<file path="config.mk">
export PLATFORM = sky130hd
export DESIGN_NAME = crt_raster_timing_regs
export DESIGN_NICKNAME = d
export VERILOG_FILES = /design/src/crt_timing_pkg.sv /design/src/crt_raster_timing_regs.sv
export SDC_FILE = /design/constraint.sdc
export NUM_CORES = 1
export LEC_CHECK = 0
export BUFFER_PORTS_ARGS = -buffer_cell sky130_fd_sc_hd__buf_2
export CORE_MARGIN = 8
export CORE_UTILIZATION = 58
export DETAILED_ROUTE_END_ITERATION = 8
export GPL_ROUTABILITY_DRIVEN = 0
export GPL_TIMING_DRIVEN = 0
export PLACE_DENSITY = 0.88
export SETUP_SLACK_MARGIN = 0.3
export SYNTH_ARGS = -nofsm -noshare
export SYNTH_HDL_FRONTEND = slang
export SYNTH_SLANG_ARGS = --single-unit
</file>
<file path="constraint.sdc">
create_clock -name sys_clk -period 6.25 [get_ports sys_clk]
set_clock_uncertainty 0.1 [all_clocks]
set_input_delay 0.9375 -clock sys_clk [delete_from_list [all_inputs] [get_ports sys_clk]]
set_output_delay 0.9375 -clock sys_clk [all_outputs]
set_load 0.005 [all_outputs]
</file>
<file path="src/crt_timing_pkg.sv">
// constants and types shared by the raster timing block
package crt_timing_pkg;
    // i/o port addresses
    localparam logic [15:0] MONO_INDEX_PORT   = 16'h03B4;
    localparam logic [15:0] MONO_DATA_PORT    = 16'h03B5;
    localparam logic [15:0] COLOUR_INDEX_PORT = 16'h03D4;
    localparam logic [15:0] COLOUR_DATA_PORT  = 16'h03D5;
    // register indexes
    localparam logic [4:0] IDX_HORIZONTAL_TOTAL   = 5'h00;
    localparam logic [4:0] IDX_HORIZONTAL_DISPLAY = 5'h01;
    localparam logic [4:0] IDX_HBLANK_START       = 5'h02;
    localparam logic [4:0] IDX_HBLANK_END         = 5'h03;
    localparam logic [4:0] IDX_HRETRACE_START     = 5'h04;
    localparam logic [4:0] IDX_HRETRACE_END       = 5'h05;
    localparam logic [4:0] IDX_VERTICAL_TOTAL     = 5'h06;
    localparam logic [4:0] IDX_OVERFLOW           = 5'h07;
    localparam logic [4:0] IDX_PRESET_ROW_SCAN    = 5'h08;
    localparam logic [4:0] IDX_MAX_SCAN_LINE      = 5'h09;
    localparam logic [4:0] IDX_CURSOR_START       = 5'h0A;
    localparam logic [4:0] IDX_LAST_PROTECTED     = 5'h07;
    // field positions
    localparam int INDEX_TEST_BIT    = 5;
    localparam int SKEW_LSB          = 5;
    localparam int BLANK_END_BIT5    = 7;
    localparam int OVF_VT_BIT8       = 0;
    localparam int OVF_VDE_BIT8      = 1;
    localparam int OVF_VRS_BIT8      = 2;
    localparam int OVF_VBS_BIT8      = 3;
    localparam int OVF_LC_BIT8       = 4;
    localparam int OVF_VT_BIT9       = 5;
    localparam int OVF_VDE_BIT9      = 6;
    localparam int OVF_VRS_BIT9      = 7;
    localparam int MSL_VBS_BIT9      = 5;
    localparam int MSL_LC_BIT9       = 6;
    localparam int MSL_DOUBLE_BIT    = 7;
    // reset values and offsets
    localparam logic [7:0] REG_RESET_VALUE  = 8'h00;
    localparam logic [8:0] HTOTAL_EXTRA     = 9'h004;
    localparam logic [10:0] VTOTAL_EXTRA    = 11'h001; // frame is vertical total plus two lines
    localparam logic [5:0] INDEX_WRITE_MASK = 6'h3F;
    // line-doubling phase of the row scan clock
    typedef enum logic {ROW_PHASE_STEP, ROW_PHASE_HOLD} row_phase_type;
endpackage
</file>
<file path="src/crt_raster_timing_regs.sv">
// raster timing counters and indexed timing register bank
`timescale 1ns/100ps
module crt_raster_timing_regs
    import crt_timing_pkg::*;
(
    input  wire logic        sys_clk,            // 250 mhz system clock
    input  wire logic        resetn,             // asynchronous reset, low active
    input  wire logic        char_tick,          // one character clock, same domain pulse
    input  wire logic        colour_select,      // emulation select from misc output
    input  wire logic        write_protect,      // protect bit of vertical retrace end
    input  wire logic [4:0]  cursor_end_row,     // cursor end field, external register
    input  wire logic [15:0] io_addr,            // host i/o address
    input  wire logic        io_write,           // host write strobe, one cycle
    input  wire logic        io_read,            // host read strobe, one cycle
    input  wire logic [7:0]  io_wdata,           // host write data
    output logic      [7:0]  io_rdata,           // registered read data
    output logic             io_hit,             // registered: last read claimed
    output logic             display_enable,     // skewed horizontal display enable
    output logic             hblank,             // internal horizontal blanking
    output logic             hretrace,           // skewed horizontal retrace
    output logic      [7:0]  char_count,         // horizontal character counter
    output logic      [9:0]  line_count,         // vertical line counter
    output logic             frame_start,        // pulse at vertical wrap
    output logic      [4:0]  row_scan,           // row scan counter
    output logic             cursor_row,         // cursor active on this row
    output logic      [1:0]  byte_pan,           // byte panning extension
    output logic      [9:0]  vblank_start_high,  // bits 9,8 of vertical blank start
    output logic      [9:0]  line_compare_high,  // bits 9,8 of line compare
    output logic      [9:0]  vdisplay_end_high,  // bits 9,8 of vertical display end
    output logic      [9:0]  vretrace_start_high // bits 9,8 of vertical retrace start
);
    import crt_timing_pkg::*;

    // skew select: pick undelayed or one of three delayed copies
    function automatic logic skew_pick(input logic now, input logic [2:0] dly, input logic [1:0] code);
        logic r;
        r = now;
        unique case (code)
            2'b00: r = now;
            2'b01: r = dly[0];
            2'b10: r = dly[1];
            2'b11: r = dly[2];
        endcase
        return r;
    endfunction

    logic [1:0] rst_sync;                // reset release synchroniser
    logic       rst_n;                   // design reset, released synchronously
    logic [5:0] timing_index;            // index register, bits 7,6 read zero
    logic [7:0] horizontal_total;        // line length minus five
    logic [7:0] horizontal_display_end;  // displayed characters minus one
    logic [7:0] horizontal_blank_start;  // blanking start character
    logic [7:0] horizontal_blank_end;    // blank end low bits and skew
    logic [7:0] horizontal_retrace_start;// retrace start character
    logic [7:0] horizontal_retrace_end;  // retrace end, delay, blank end bit 5
    logic [7:0] vertical_total;          // vertical total low bits
    logic [7:0] vertical_overflow_bits;  // vertical extension bits
    logic [7:0] preset_row_scan;         // preset row and byte pan
    logic [7:0] max_scan_line;           // rows per character, doubling
    logic [7:0] cursor_start_row;        // cursor start row
    logic       index_port;              // address hits index port
    logic       data_port;               // address hits data port
    logic       data_write;              // write to data port
    logic       protected_index;         // chosen register is write protected
    logic [7:0] next_rdata;              // read mux result
    logic       line_end;                // last character of the line
    logic [9:0] vtotal_full;             // ten-bit vertical total
    logic       de_raw;                  // display enable before skew
    logic [2:0] de_dly;                  // display enable delay line
    logic       retrace_raw;             // retrace before skew
    logic [2:0] retrace_dly;             // retrace delay line
    logic [5:0] blank_end_full;          // six-bit blank end value
    row_phase_type row_phase;            // line doubling divider
    logic       retrace_start_hit;       // counter at retrace start
    logic [5:0] cursor_first;            // first cursor row, one past start
    logic       frame_end;               // last line of the frame

    // reset is asserted at once and released after two clock edges
    always_ff @(posedge sys_clk or negedge resetn) begin
        if (!resetn) begin
            rst_sync <= 2'b00;
        end else begin
            rst_sync <= {rst_sync[0], 1'b1};
        end
    end
    assign rst_n = rst_sync[1];

    // port decode follows the emulation select
    always_comb begin
        if (colour_select) begin
            index_port = (io_addr == COLOUR_INDEX_PORT);
            data_port  = (io_addr == COLOUR_DATA_PORT);
        end else begin
            index_port = (io_addr == MONO_INDEX_PORT);
            data_port  = (io_addr == MONO_DATA_PORT);
        end
    end

    assign data_write      = io_write && data_port;
    // indexes 0 to 7 share the protect bit
    assign protected_index = write_protect && (timing_index[4:0] <= IDX_LAST_PROTECTED);

    // index register holds until rewritten; test bit stored as written
    always_ff @(posedge sys_clk or negedge rst_n) begin
        if (!rst_n) begin
            timing_index <= REG_RESET_VALUE[5:0];
        end else if (io_write && index_port) begin
            timing_index <= io_wdata[5:0] & INDEX_WRITE_MASK;
        end
    end

    // horizontal registers, protected as a group
    always_ff @(posedge sys_clk or negedge rst_n) begin
        if (!rst_n) begin
            horizontal_total         <= REG_RESET_VALUE;
            horizontal_display_end   <= REG_RESET_VALUE;
            horizontal_blank_start   <= REG_RESET_VALUE;
            horizontal_blank_end     <= REG_RESET_VALUE;
            horizontal_retrace_start <= REG_RESET_VALUE;
            horizontal_retrace_end   <= REG_RESET_VALUE;
        end else if (data_write && !protected_index) begin
            // the decode uses the low five index bits only
            unique case (timing_index[4:0])
                IDX_HORIZONTAL_TOTAL:   horizontal_total         <= io_wdata;
                IDX_HORIZONTAL_DISPLAY: horizontal_display_end   <= io_wdata;
                IDX_HBLANK_START:       horizontal_blank_start   <= io_wdata;
                IDX_HBLANK_END:         horizontal_blank_end     <= io_wdata;
                IDX_HRETRACE_START:     horizontal_retrace_start <= io_wdata;
                IDX_HRETRACE_END:       horizontal_retrace_end   <= io_wdata;
                default: ;
            endcase
        end
    end

    // vertical total and overflow; line compare bit escapes protection
    always_ff @(posedge sys_clk or negedge rst_n) begin
        if (!rst_n) begin
            vertical_total         <= REG_RESET_VALUE;
            vertical_overflow_bits <= REG_RESET_VALUE;
        end else if (data_write) begin
            if (timing_index[4:0] == IDX_VERTICAL_TOTAL && !protected_index) begin
                vertical_total <= io_wdata;
            end else if (timing_index[4:0] == IDX_OVERFLOW) begin
                if (protected_index) begin
                    vertical_overflow_bits[OVF_LC_BIT8] <= io_wdata[OVF_LC_BIT8];
                end else begin
                    vertical_overflow_bits <= io_wdata;
                end
            end
        end
    end

    // unprotected registers at 8 to A
    always_ff @(posedge sys_clk or negedge rst_n) begin
        if (!rst_n) begin
            preset_row_scan  <= REG_RESET_VALUE;
            max_scan_line    <= REG_RESET_VALUE;
            cursor_start_row <= REG_RESET_VALUE;
        end else if (data_write) begin
            // indexes past A belong to other blocks and are ignored here
            unique case (timing_index[4:0])
                IDX_PRESET_ROW_SCAN: preset_row_scan  <= io_wdata;
                IDX_MAX_SCAN_LINE:   max_scan_line    <= io_wdata;
                IDX_CURSOR_START:    cursor_start_row <= io_wdata;
                default: ;
            endcase
        end
    end

    // read mux; indexes outside this part read zero
    always_comb begin
        next_rdata = REG_RESET_VALUE;
        if (index_port) begin
            next_rdata = {2'b00, timing_index};
        end else begin
            unique case (timing_index[4:0])
                IDX_HORIZONTAL_TOTAL:   next_rdata = horizontal_total;
                IDX_HORIZONTAL_DISPLAY: next_rdata = horizontal_display_end;
                IDX_HBLANK_START:       next_rdata = horizontal_blank_start;
                IDX_HBLANK_END:         next_rdata = horizontal_blank_end;
                IDX_HRETRACE_START:     next_rdata = horizontal_retrace_start;
                IDX_HRETRACE_END:       next_rdata = horizontal_retrace_end;
                IDX_VERTICAL_TOTAL:     next_rdata = vertical_total;
                IDX_OVERFLOW:           next_rdata = vertical_overflow_bits;
                IDX_PRESET_ROW_SCAN:    next_rdata = preset_row_scan;
                IDX_MAX_SCAN_LINE:      next_rdata = max_scan_line;
                IDX_CURSOR_START:       next_rdata = cursor_start_row;
                default:                next_rdata = REG_RESET_VALUE;
            endcase
        end
    end

    // read data registered one cycle after the strobe
    always_ff @(posedge sys_clk or negedge rst_n) begin
        if (!rst_n) begin
            io_rdata <= REG_RESET_VALUE;
            io_hit   <= 1'b0;
        end else if (io_read) begin
            io_rdata <= next_rdata;
            io_hit   <= index_port || data_port;
        end else begin
            io_hit   <= 1'b0;
        end
    end

    // a line is horizontal total plus five characters, count 0..total+4
    assign line_end = ({1'b0, char_count} == ({1'b0, horizontal_total} + HTOTAL_EXTRA));

    // horizontal character counter
    always_ff @(posedge sys_clk or negedge rst_n) begin
        if (!rst_n) begin
            char_count <= REG_RESET_VALUE;
        end else if (char_tick) begin
            if (line_end) begin
                char_count <= REG_RESET_VALUE;
            end else begin
                char_count <= char_count + 8'h01;
            end
        end
    end

    // display enable covers characters 0 through display end
    assign de_raw = (char_count <= horizontal_display_end);

    assign blank_end_full = {horizontal_retrace_end[BLANK_END_BIT5], horizontal_blank_end[4:0]};

    // blanking: set on start compare, cleared on six-bit end compare
    always_ff @(posedge sys_clk or negedge rst_n) begin
        if (!rst_n) begin
            hblank <= 1'b0;
        end else if (char_tick) begin
            if (char_count == horizontal_blank_start) begin
                hblank <= 1'b1;
            end else if (char_count[5:0] == blank_end_full) begin
                hblank <= 1'b0;
            end
        end
    end

    assign retrace_start_hit = (char_count == horizontal_retrace_start);

    // retrace before skew; start wins if both compares meet
    always_ff @(posedge sys_clk or negedge rst_n) begin
        if (!rst_n) begin
            retrace_raw <= 1'b0;
        end else if (char_tick) begin
            if (retrace_start_hit) begin
                retrace_raw <= 1'b1;
            end else if (char_count[4:0] == horizontal_retrace_end[4:0]) begin
                retrace_raw <= 1'b0;
            end
        end
    end

    // delay lines step on the character clock so skew is in characters
    always_ff @(posedge sys_clk or negedge rst_n) begin
        if (!rst_n) begin
            de_dly      <= 3'h0;
            retrace_dly <= 3'h0;
        end else if (char_tick) begin
            de_dly      <= {de_dly[1:0], de_raw};
            retrace_dly <= {retrace_dly[1:0], retrace_raw};
        end
    end

    // skewed outputs registered to keep data outputs glitch free
    always_ff @(posedge sys_clk or negedge rst_n) begin
        if (!rst_n) begin
            display_enable <= 1'b0;
            hretrace       <= 1'b0;
        end else begin
            display_enable <= skew_pick(de_raw, de_dly, horizontal_blank_end[SKEW_LSB+:2]);
            hretrace <= skew_pick(retrace_raw, retrace_dly, horizontal_retrace_end[SKEW_LSB+:2]);
        end
    end

    assign vtotal_full = {vertical_overflow_bits[OVF_VT_BIT9], vertical_overflow_bits[OVF_VT_BIT8],
                          vertical_total};
    // lines run 0..total+1, so a frame is the programmed total plus two
    assign frame_end = ({1'b0, line_count} == ({1'b0, vtotal_full} + VTOTAL_EXTRA));

    // vertical line counter, one step per full line
    always_ff @(posedge sys_clk or negedge rst_n) begin
        if (!rst_n) begin
            line_count  <= 10'h000;
            frame_start <= 1'b0;
        end else begin
            frame_start <= 1'b0;
            if (char_tick && line_end) begin
                if (frame_end) begin
                    line_count  <= 10'h000;
                    frame_start <= 1'b1;
                end else begin
                    line_count  <= line_count + 10'h001;
                end
            end
        end
    end

    // row scan counter steps at retrace start, halved when doubling
    always_ff @(posedge sys_clk or negedge rst_n) begin
        if (!rst_n) begin
            row_scan  <= 5'h00;
            row_phase <= ROW_PHASE_STEP;
        end else if (char_tick && line_end && frame_end) begin
            // new frame restarts from the preset for smooth scrolling
            row_scan  <= preset_row_scan[4:0];
            row_phase <= ROW_PHASE_STEP;
        end else if (char_tick && retrace_start_hit && !retrace_raw) begin
            if (max_scan_line[MSL_DOUBLE_BIT] && row_phase == ROW_PHASE_HOLD) begin
                row_phase <= ROW_PHASE_STEP;
            end else begin
                row_phase <= max_scan_line[MSL_DOUBLE_BIT] ? ROW_PHASE_HOLD : ROW_PHASE_STEP;
                if (row_scan == max_scan_line[4:0]) begin
                    row_scan <= 5'h00;
                end else begin
                    row_scan <= row_scan + 5'h01;
                end
            end
        end
    end

    // cursor rows: start plus one through end, none if start beyond end
    assign cursor_first = {1'b0, cursor_start_row[4:0]} + 6'h01;

    always_ff @(posedge sys_clk or negedge rst_n) begin
        if (!rst_n) begin
            cursor_row <= 1'b0;
        end else begin
            cursor_row <= (cursor_start_row[4:0] <= cursor_end_row) &&
                          ({1'b0, row_scan} >= cursor_first) &&
                          (row_scan <= cursor_end_row);
        end
    end

    // extension bits handed to the vertical and panning logic elsewhere
    always_ff @(posedge sys_clk or negedge rst_n) begin
        if (!rst_n) begin
            byte_pan            <= 2'b00;
            vblank_start_high   <= 10'h000;
            line_compare_high   <= 10'h000;
            vdisplay_end_high   <= 10'h000;
            vretrace_start_high <= 10'h000;
        end else begin
            byte_pan            <= preset_row_scan[SKEW_LSB+:2];
            vblank_start_high   <= {max_scan_line[MSL_VBS_BIT9], vertical_overflow_bits[OVF_VBS_BIT8],
                                    8'h00};
            line_compare_high   <= {max_scan_line[MSL_LC_BIT9], vertical_overflow_bits[OVF_LC_BIT8],
                                    8'h00};
            vdisplay_end_high   <= {vertical_overflow_bits[OVF_VDE_BIT9], vertical_overflow_bits[OVF_VDE_BIT8],
                                    8'h00};
            vretrace_start_high <= {vertical_overflow_bits[OVF_VRS_BIT9], vertical_overflow_bits[OVF_VRS_BIT8],
                                    8'h00};
        end
    end

endmodule

</file>
==> run_results.csv, run 1 <==
group,metric,value,unit
die,placeableCoreArea,14400,um^2
routing,detailedRoute.firstPassIterationCount,7,
synthesis,synth_top_flop_cell,"sky130_fd_sc_hd__dfrtp_1",
timing,setup_tns,0,ps
cells_and_area,post_route_cell_area,9830,um^2
clock_tree,maximum_buffer_depth_of_the_clock_tree,2,
clock_tree,post-cts-setup-buffer-count,0,
timing,tightest_slew,1510,ps
cells_and_area,most-common-layout-cells,"150 x sky130_fd_sc_hd__dfrtp_1, 106 x sky130_fd_sc_hd__mux2_2, 88 x sky130_fd_sc_hd__buf_2, 39 x sky130_fd_sc_hd__nand2_1, 33 x sky130_fd_sc_hd__conb_1",
grt,grt_first_pass_wirelength,35.6,mm
flow_run,cap_viol_max_count,1,
status,failed_checks,"max-capacitance violations, max-slew violations",
die,die_area,18600,um^2
routing,vias_per_cell,6.14,
routing,wl_per_cell,21.0,um
die,die_height,137,um
die,initial_utilization,58.6,%
timing,final_min_period_over_clock_period,57.6,%
cells_and_area,area_growth_syn_to_layout,16.8,%
pwr,design_power_total,2.82,mW
worst_setup_path,worst_ep_required_time,6460,ps
pwr,seq_power_share,40.2,%
worst_setup_path,worst_setup_path_startpoint,"io_addr[1]",
cells_and_area,utilization,68.4,%
clock_tree,cts_buffers,17,
synthesis,synth_cells,759,
synthesis,seq_area_frac_synth,44.9,%
synthesis,synth.distinct_cells,63,
placed_design,port-buffer-count,82,
worst_setup_path,cp.arrival,3810,ps
clock_tree,clk_pin_slew_worst_paths,60,ps
die,chipWidth,137,um
placed_design,detailedPlacementHpwl,16.3,mm
worst_setup_path,worst_r2r_startpoint,"horizontal_total[2]$_DFFE_PN0P_",
synthesis,syn_avg_cell_area,11.1,um^2
pwr,power-per-cell-area,287,nW/um^2
pwr,switching_power,0.823,mW
routing,post-route-drc-count,0,
synthesis,yosysWarnings,0,
synthesis,synth-seq-cells,151,
worst_setup_path,ws_path_type,"in -> reg",
cells_and_area,top_register,"line_count",
routing,route.vias.total,6684,
grt,grt_antenna_before_repair,1,
grt,gr-total-overflow,0,
worst_setup_path,worstSetupStartpointType,"input pin",
timing,hold_viol,0,
clock_tree,htreeDepth,4,
pwr,leakagePower,4.94,nW
timing,final-setup-viol-count,0,
pwr,peakVddDrop,0.207,mV
placed_design,detailed_place.area,9240,um^2
status,status,"finished with violations",
synthesis,synth-edff-count,0,
pwr,cell_internal_pwr,2.00,mW
worst_setup_path,worst-path-max-fanout,8,
pwr,power.switching_fraction,29.1,%
timing,period_needed,3600,ps
routing,antenna_violating_nets_post_route,0,
timing,final_max_slew_viol_count,9,
timing,hold_ws,73.4,ps
grt,global_routing_usage_summed_across_all_routing_layers,25.1,%
grt,maximum_number_of_pins_on_one_net_before_global_route_repair,73,
worst_setup_path,worstRegToRegCells,8,
worst_setup_path,worst_r2r_endpoint,"row_scan[3]$_DFFE_PN0P_",
timing,relSlewSlack,-1.23,%
min_path,holdCritPathClass,"reg -> async",
routing,route.final.wire_length,22.9,mm
synthesis,syn-cell-area,8420,um^2
clock_tree,postCtsHoldBufs,0,
cells_and_area,final_common_cell,"sky130_fd_sc_hd__dfrtp_1",
pwr,combinationalPowerShare,22.8,%
timing,achievable-frequency,278,MHz
clock_tree,cts_num_sinks,151,
clock_tree,postCtsResizedCells,0,
clock_tree,worst_skew_pair.late_latency,430,ps
worst_setup_path,setup.reg_to_reg.worst_slack,2920,ps
clock_tree,cts_root_buf,"sky130_fd_sc_hd__clkbuf_16",
worst_setup_path,critPathCaptureType,"register",
synthesis,asyncSetResetFlopFracSynth,100,%
die,core.rowCount,44,
routing,initialDrtViolationCount,851,
cells_and_area,post_route_cells_drive_above_1_share,29.6,%
cells_and_area,largest_reg_flops,10,
clock_tree,cts_tree,"done",
worst_setup_path,endpoint,"horizontal_blank_end[5]$_DFFE_PN0P_",
pwr,share_clk_of_total_power,37.1,%
cells_and_area,nets,958,
grt,grt_pass1_vias,6614,
die,boundaryPins,115,
cells_and_area,fillerInstances,1053,
timing,rsz0062_at_grt,"no",
-- cell usage after synthesis, types with 5 or more instances --
cell | instances | share of area (%)
sky130_fd_sc_hd__dfrtp_1 | 151 | 45
sky130_fd_sc_hd__mux2_2 | 106 | 14
sky130_fd_sc_hd__nand2_1 | 39 | 1.7
sky130_fd_sc_hd__buf_4 | 32 | 2.9
sky130_fd_sc_hd__nor2_1 | 31 | 1.4
sky130_fd_sc_hd__xor2_1 | 31 | 3.2
sky130_fd_sc_hd__ha_1 | 29 | 4.3
sky130_fd_sc_hd__xnor2_1 | 27 | 2.8
sky130_fd_sc_hd__clkbuf_1 | 26 | 1.2
sky130_fd_sc_hd__inv_1 | 25 | 1.1
sky130_fd_sc_hd__and3_1 | 24 | 1.8
sky130_fd_sc_hd__a22oi_1 | 22 | 2.0
sky130_fd_sc_hd__nand3_1 | 19 | 1.1
sky130_fd_sc_hd__nor3_1 | 16 | 0.95
sky130_fd_sc_hd__a21o_1 | 13 | 1.2
sky130_fd_sc_hd__nand4_1 | 12 | 0.89
sky130_fd_sc_hd__and2_1 | 11 | 0.82
sky130_fd_sc_hd__nor2b_1 | 11 | 0.82
sky130_fd_sc_hd__o21ai_0 | 9 | 0.53
sky130_fd_sc_hd__a21oi_1 | 8 | 0.48
sky130_fd_sc_hd__a31oi_1 | 8 | 0.59
sky130_fd_sc_hd__mux2i_1 | 8 | 0.95
sky130_fd_sc_hd__a222oi_1 | 7 | 0.83
sky130_fd_sc_hd__nor3b_1 | 7 | 0.62
sky130_fd_sc_hd__o21a_1 | 7 | 0.62
sky130_fd_sc_hd__a2111oi_0 | 6 | 0.62
sky130_fd_sc_hd__buf_2 | 6 | 0.36
sky130_fd_sc_hd__a22o_1 | 5 | 0.52
-- routing by layer --
metal,wire [um],share of wire [%],global-route usage [%],up-vias
met4,1080,4.7,14.6,0
met5,0,0,0,-
li1,-,-,-,2965
met1,8560,37,29.6,3215
met3,2370,10,8.19,106
met2,10800,47,39.5,398
-- power groups by stage --
| stage | clock network [mW] | logic, mW | registers, mW |
|---|---|---|---|
| floorplan | 0 | 0.444 | 1.15 |
| global placement | 0 | 0.594 | 1.16 |
| detailed placement | 0 | 0.636 | 1.15 |
| CTS | 1.05 | 0.643 | 1.13 |
| global route | 1.10 | 0.713 | 1.14 |
| finish | 1.05 | 0.643 | 1.13 |
-- critical path, cell delays in order --
cell	delay, ps
sky130_fd_sc_hd__buf_2	100
sky130_fd_sc_hd__nor4bb_1	280
sky130_fd_sc_hd__o2111ai_1	230
sky130_fd_sc_hd__a211oi_1	1210
sky130_fd_sc_hd__nand2_1	610
sky130_fd_sc_hd__mux2_2	440
-- layout make-up --
| cell class | count | area [um^2] | area share (%) |
|---|---|---|---|
| plain buffers | 66 | 390 | 3.97 |
| clock inverters | 12 | 154 | 1.56 |
| clock buffers | 18 | 439 | 4.47 |
| inverters | 25 | 93.8 | 0.954 |
| flip-flops and latches | 151 | 3780 | 38.5 |
| diodes | 1 | 2.50 | 0.0254 |
| well taps | 184 | 230 | 2.34 |
| repair buffers | 84 | 465 | 4.73 |
| multi-input cells | 548 | 4280 | 43.5 |
-- worst min path at each step --
stage               slack [ps]                                to
finish                      70           io_rdata[2]$_DFFE_PN0P_
global placement           230             rst_sync[1]$_DFF_PN0_
CTS                         80           io_rdata[2]$_DFFE_PN0P_
global route                90           io_rdata[4]$_DFFE_PN0P_
detailed placement          80  vretrace_start_high[8]$_DFF_PN0_
floorplan                  230             rst_sync[1]$_DFF_PN0_
-- stage by stage --
step	cells	setup WS, ps
after detailed placement	1058	2460
after floorplan	790	1630
after global routing	1088	2780
final	1089	2650
after CTS	1088	2900
after global placement	1056	118
-- cell families (layout without fill, tap and decap cells) --
logic type,count (synthesis),count (layout),share of synthesized area [%]
and+or+nand+nor,193,193,12.4
DFF,151,151,44.9
muxes,120,120,16.2
AOI/OAI and AO/OA,115,115,10.4
buffers and inverters,91,205,5.75
xor gates and xnor gates,58,58,6.03
adders and majority gates,29,29,4.31
other,2,34,0.0892
(Power assumes the default switching activity.)
==> run 2, diff against run 1 <==
CORE_UTILIZATION = 53   (was 58)
PLACE_DENSITY = 0.85   (was 0.88)
clock period = 3.15 ns   (was 6.25 ns; I/O delays follow)
==> run 2 against run 1 <==
Compared with the run above:
- the flow now finishes without violations
- routed wire length rose by 3.1%
- clock power rose by 95%
- clock-buffer cell count rose by 2
- die area rose by 8.3%
- via count rose by 0.22%
- first-iteration DRC count fell by 8.7%
- global-route usage fell by 1.1 points
- setup slack got worse by 2300 ps
- cell area rose by 2.0%
- critical path depth did not move
- cell count rose by 3.8%
- worst hold slack got worse by 4.7 ps
- critical path type is now reg -> reg
- critical endpoint is now io_rdata[6]$_DFFE_PN0P_
- largest cell class unchanged
==> run_results.csv, run 2 (synthesis gave the netlist of run 1 again) <==
group,metric,value,unit
timing,period_needed,2810,ps
cells_and_area,number_of_antenna_diodes,0,
grt,gr-total-overflow,0,
die,die_area,20200,um^2
cells_and_area,nets,966,
placed_design,placedCellCount,1090,
timing,hold_ws,68.7,ps
timing,rsz0062_at_grt,"no",
worst_setup_path,worstSetupStartpointType,"register",
worst_setup_path,max_stage_delay,840,ps
die,initial_utilization,53.6,%
timing,final_max_slew_viol_count,0,
worst_setup_path,critical_path.slowest_cell,"sky130_fd_sc_hd__nor3_1",
grt,grt_first_pass_wirelength,37.2,mm
cells_and_area,post_route_cells_drive_above_1_share,32.4,%
cells_and_area,top_register,"line_count",
worst_setup_path,worst-path-max-fanout,8,
routing,post-route-drc-count,0,
worst_setup_path,critPathCaptureType,"register",
worst_setup_path,worst_ep_required_time,3420,ps
clock_tree,maximum_buffer_depth_of_the_clock_tree,2,
clock_tree,htreeDepth,4,
worst_setup_path,category_of_cells_accounting_for_the_largest_share_of_critical_path_delay,"simple AND/OR/NAND/NOR gates",
worst_setup_path,crit_chain,"nand3b_1, nor3_1, a22oi_1, and4_1, a21oi_1, mux2_2",
clock_tree,cts_buffers,17,
cells_and_area,area_growth_syn_to_layout,19.1,%
pwr,power-per-cell-area,560,nW/um^2
die,boundaryPins,115,
timing,tightest_slew,1040,ps
die,placeableCoreArea,15700,um^2
routing,route.final.wire_length,23.6,mm
cells_and_area,largest_reg_flops,10,
clock_tree,worst_skew_pair.late_latency,430,ps
grt,grt_antenna_before_repair,0,
cells_and_area,finish.cell_count_without_fillers,1130,
die,die_height,142,um
grt,global_routing_usage_summed_across_all_routing_layers,24.0,%
cells_and_area,fillerInstances,1199,
worst_setup_path,setup.reg_to_reg.worst_slack,340,ps
placed_design,port-buffer-count,82,
timing,post-route-worst-setup-slack,342,ps
clock_tree,cts_root_buf,"sky130_fd_sc_hd__clkbuf_16",
worst_setup_path,ws_path_type,"reg -> reg",
clock_tree,clk_pin_slew_worst_paths,60,ps
grt,maximum_number_of_pins_on_one_net_before_global_route_repair,74,
placed_design,detailedPlacementHpwl,16.6,mm
clock_tree,cts_num_sinks,151,
routing,route.vias.total,6699,
timing,relSlewSlack,30.0,%
timing,achievable-frequency,356,MHz
routing,antenna_violating_nets_post_route,0,
worst_setup_path,crit_buf_inv,0,
pwr,peakVddDrop,0.377,mV
cells_and_area,most-common-layout-cells,"147 x sky130_fd_sc_hd__dfrtp_1, 106 x sky130_fd_sc_hd__mux2_2, 87 x sky130_fd_sc_hd__buf_2, 40 x sky130_fd_sc_hd__buf_4, 39 x sky130_fd_sc_hd__nand2_1",
flow_run,cap_viol_max_count,0,
clock_tree,cts_tree,"done",
routing,initialDrtViolationCount,777,
die,core.rowCount,46,
die,chipWidth,142,um
placed_design,preCtsSetupSlack,-256,ps
grt,grt_pass1_vias,6731,
routing,vias_per_cell,5.93,
cells_and_area,final_common_cell,"sky130_fd_sc_hd__dfrtp_1",
timing,final_min_period_over_clock_period,89.1,%
timing,final-setup-viol-count,0,
timing,hold_viol,0,
routing,wl_per_cell,20.9,um
min_path,holdCritPathClass,"reg -> async",
status,status,"completed",
worst_setup_path,cp.arrival,3080,ps
pwr,leakagePower,5.01,nW
routing,detailedRoute.firstPassIterationCount,7,
==> run 2: cell types whose count changed in the layout (fill, tap and decap cells not counted), moves of 3 or more <==
cell                       before  now
sky130_fd_sc_hd__dfrtp_1      150  147
sky130_fd_sc_hd__inv_6          1    4
sky130_fd_sc_hd__buf_4         32   40
sky130_fd_sc_hd__clkbuf_2       0    3
sky130_fd_sc_hd__dfrtp_2        0    3
==> run 2: routing by layer <==
layer / GRT usage (%) / part of all wire, % / vias up
li1: - / - / 2987
met1: 28.0 / 38 / 3248
met2: 39.9 / 48 / 374
met3: 7.15 / 10 / 90
met4: 11.2 / 4.1 / 0
met5: 0 / 0 / -
==> run 2: final cells by class <==
| cell class | instances | area, um^2 | share of cell area [%] |
|---|---|---|---|
| Multi-Input combinational cell | 548 | 4360 | 43.4 |
| Sequential cell | 151 | 3790 | 37.7 |
| Timing Repair Buffer | 92 | 528 | 5.26 |
| Clock buffer | 20 | 457 | 4.55 |
| Buffer | 66 | 397 | 3.95 |
| Tap cell | 216 | 270 | 2.69 |
| Clock inverter | 12 | 143 | 1.42 |
| Inverter | 25 | 93.8 | 0.935 |
==> run 2: stage by stage <==
stage / utilization (%) / power, mW / area [um^2] / setup TNS, ps
6_report: 63.9 / 5.62 / 10000 / 0
5_1_grt: 63.9 / 5.87 / 10000 / 0
4_1_cts: 63.3 / 5.62 / 9940 / 0
3_5_place_dp: 59.2 / 3.56 / 9300 / -12390
3_3_place_gp: 58.8 / 3.50 / 9240 / -46270
2_1_floorplan: - / 3.16 / 8560 / 0
==> run 2: timing repair <==
item | CTS | global route
hold endpoints to repair | 2 | 0
hold buffers | 1 | 0
pin swaps | 1 | 3
setup buffers | 2 | 5
endpoints found under the setup margin | 82 | 35
gates resized for setup | 8 | 14
gates cloned | 0 | 0
==> run 2: final timing paths <==
check / startpoint / end / cells after the start
worst max-delay path: timing_index[4]$_DFFE_PN0P_ / io_rdata[6]$_DFFE_PN0P_ / 6
worst min-delay path: rst_sync[1]$_DFF_PN0_ / horizontal_retrace_start[3]$_DFFE_PN0P_ / 0
worst max register to register: timing_index[4]$_DFFE_PN0P_ / io_rdata[6]$_DFFE_PN0P_ / 6
worst min register to register: rst_sync[1]$_DFF_PN0_ / horizontal_retrace_start[3]$_DFFE_PN0P_ / 0
max in group asynchronous: rst_sync[1]$_DFF_PN0_ / cursor_row$_DFF_PN0_ / 1
min in group sys_clk: io_wdata[6] / preset_row_scan[6]$_DFFE_PN0P_ / 2
==> run 2: power breakdown <==
group | switching [mW] | leakage (nW) | internal [mW]
Clock | 0.834 | 0.292 | 1.22
Sequential | 0.163 | 2.04 | 2.09
Combinational | 0.668 | 2.67 | 0.643
Total | 1.66 | 5.01 | 3.95
==> run 2: worst reg2reg max path, stage by stage, from the launching register on <==
cell and delay, ps:
sky130_fd_sc_hd__dfrtp_1 480, sky130_fd_sc_hd__nand3b_1 280, sky130_fd_sc_hd__nor3_1 840, sky130_fd_sc_hd__a22oi_1 280
sky130_fd_sc_hd__and4_1 300, sky130_fd_sc_hd__a21oi_1 250, sky130_fd_sc_hd__mux2_2 210
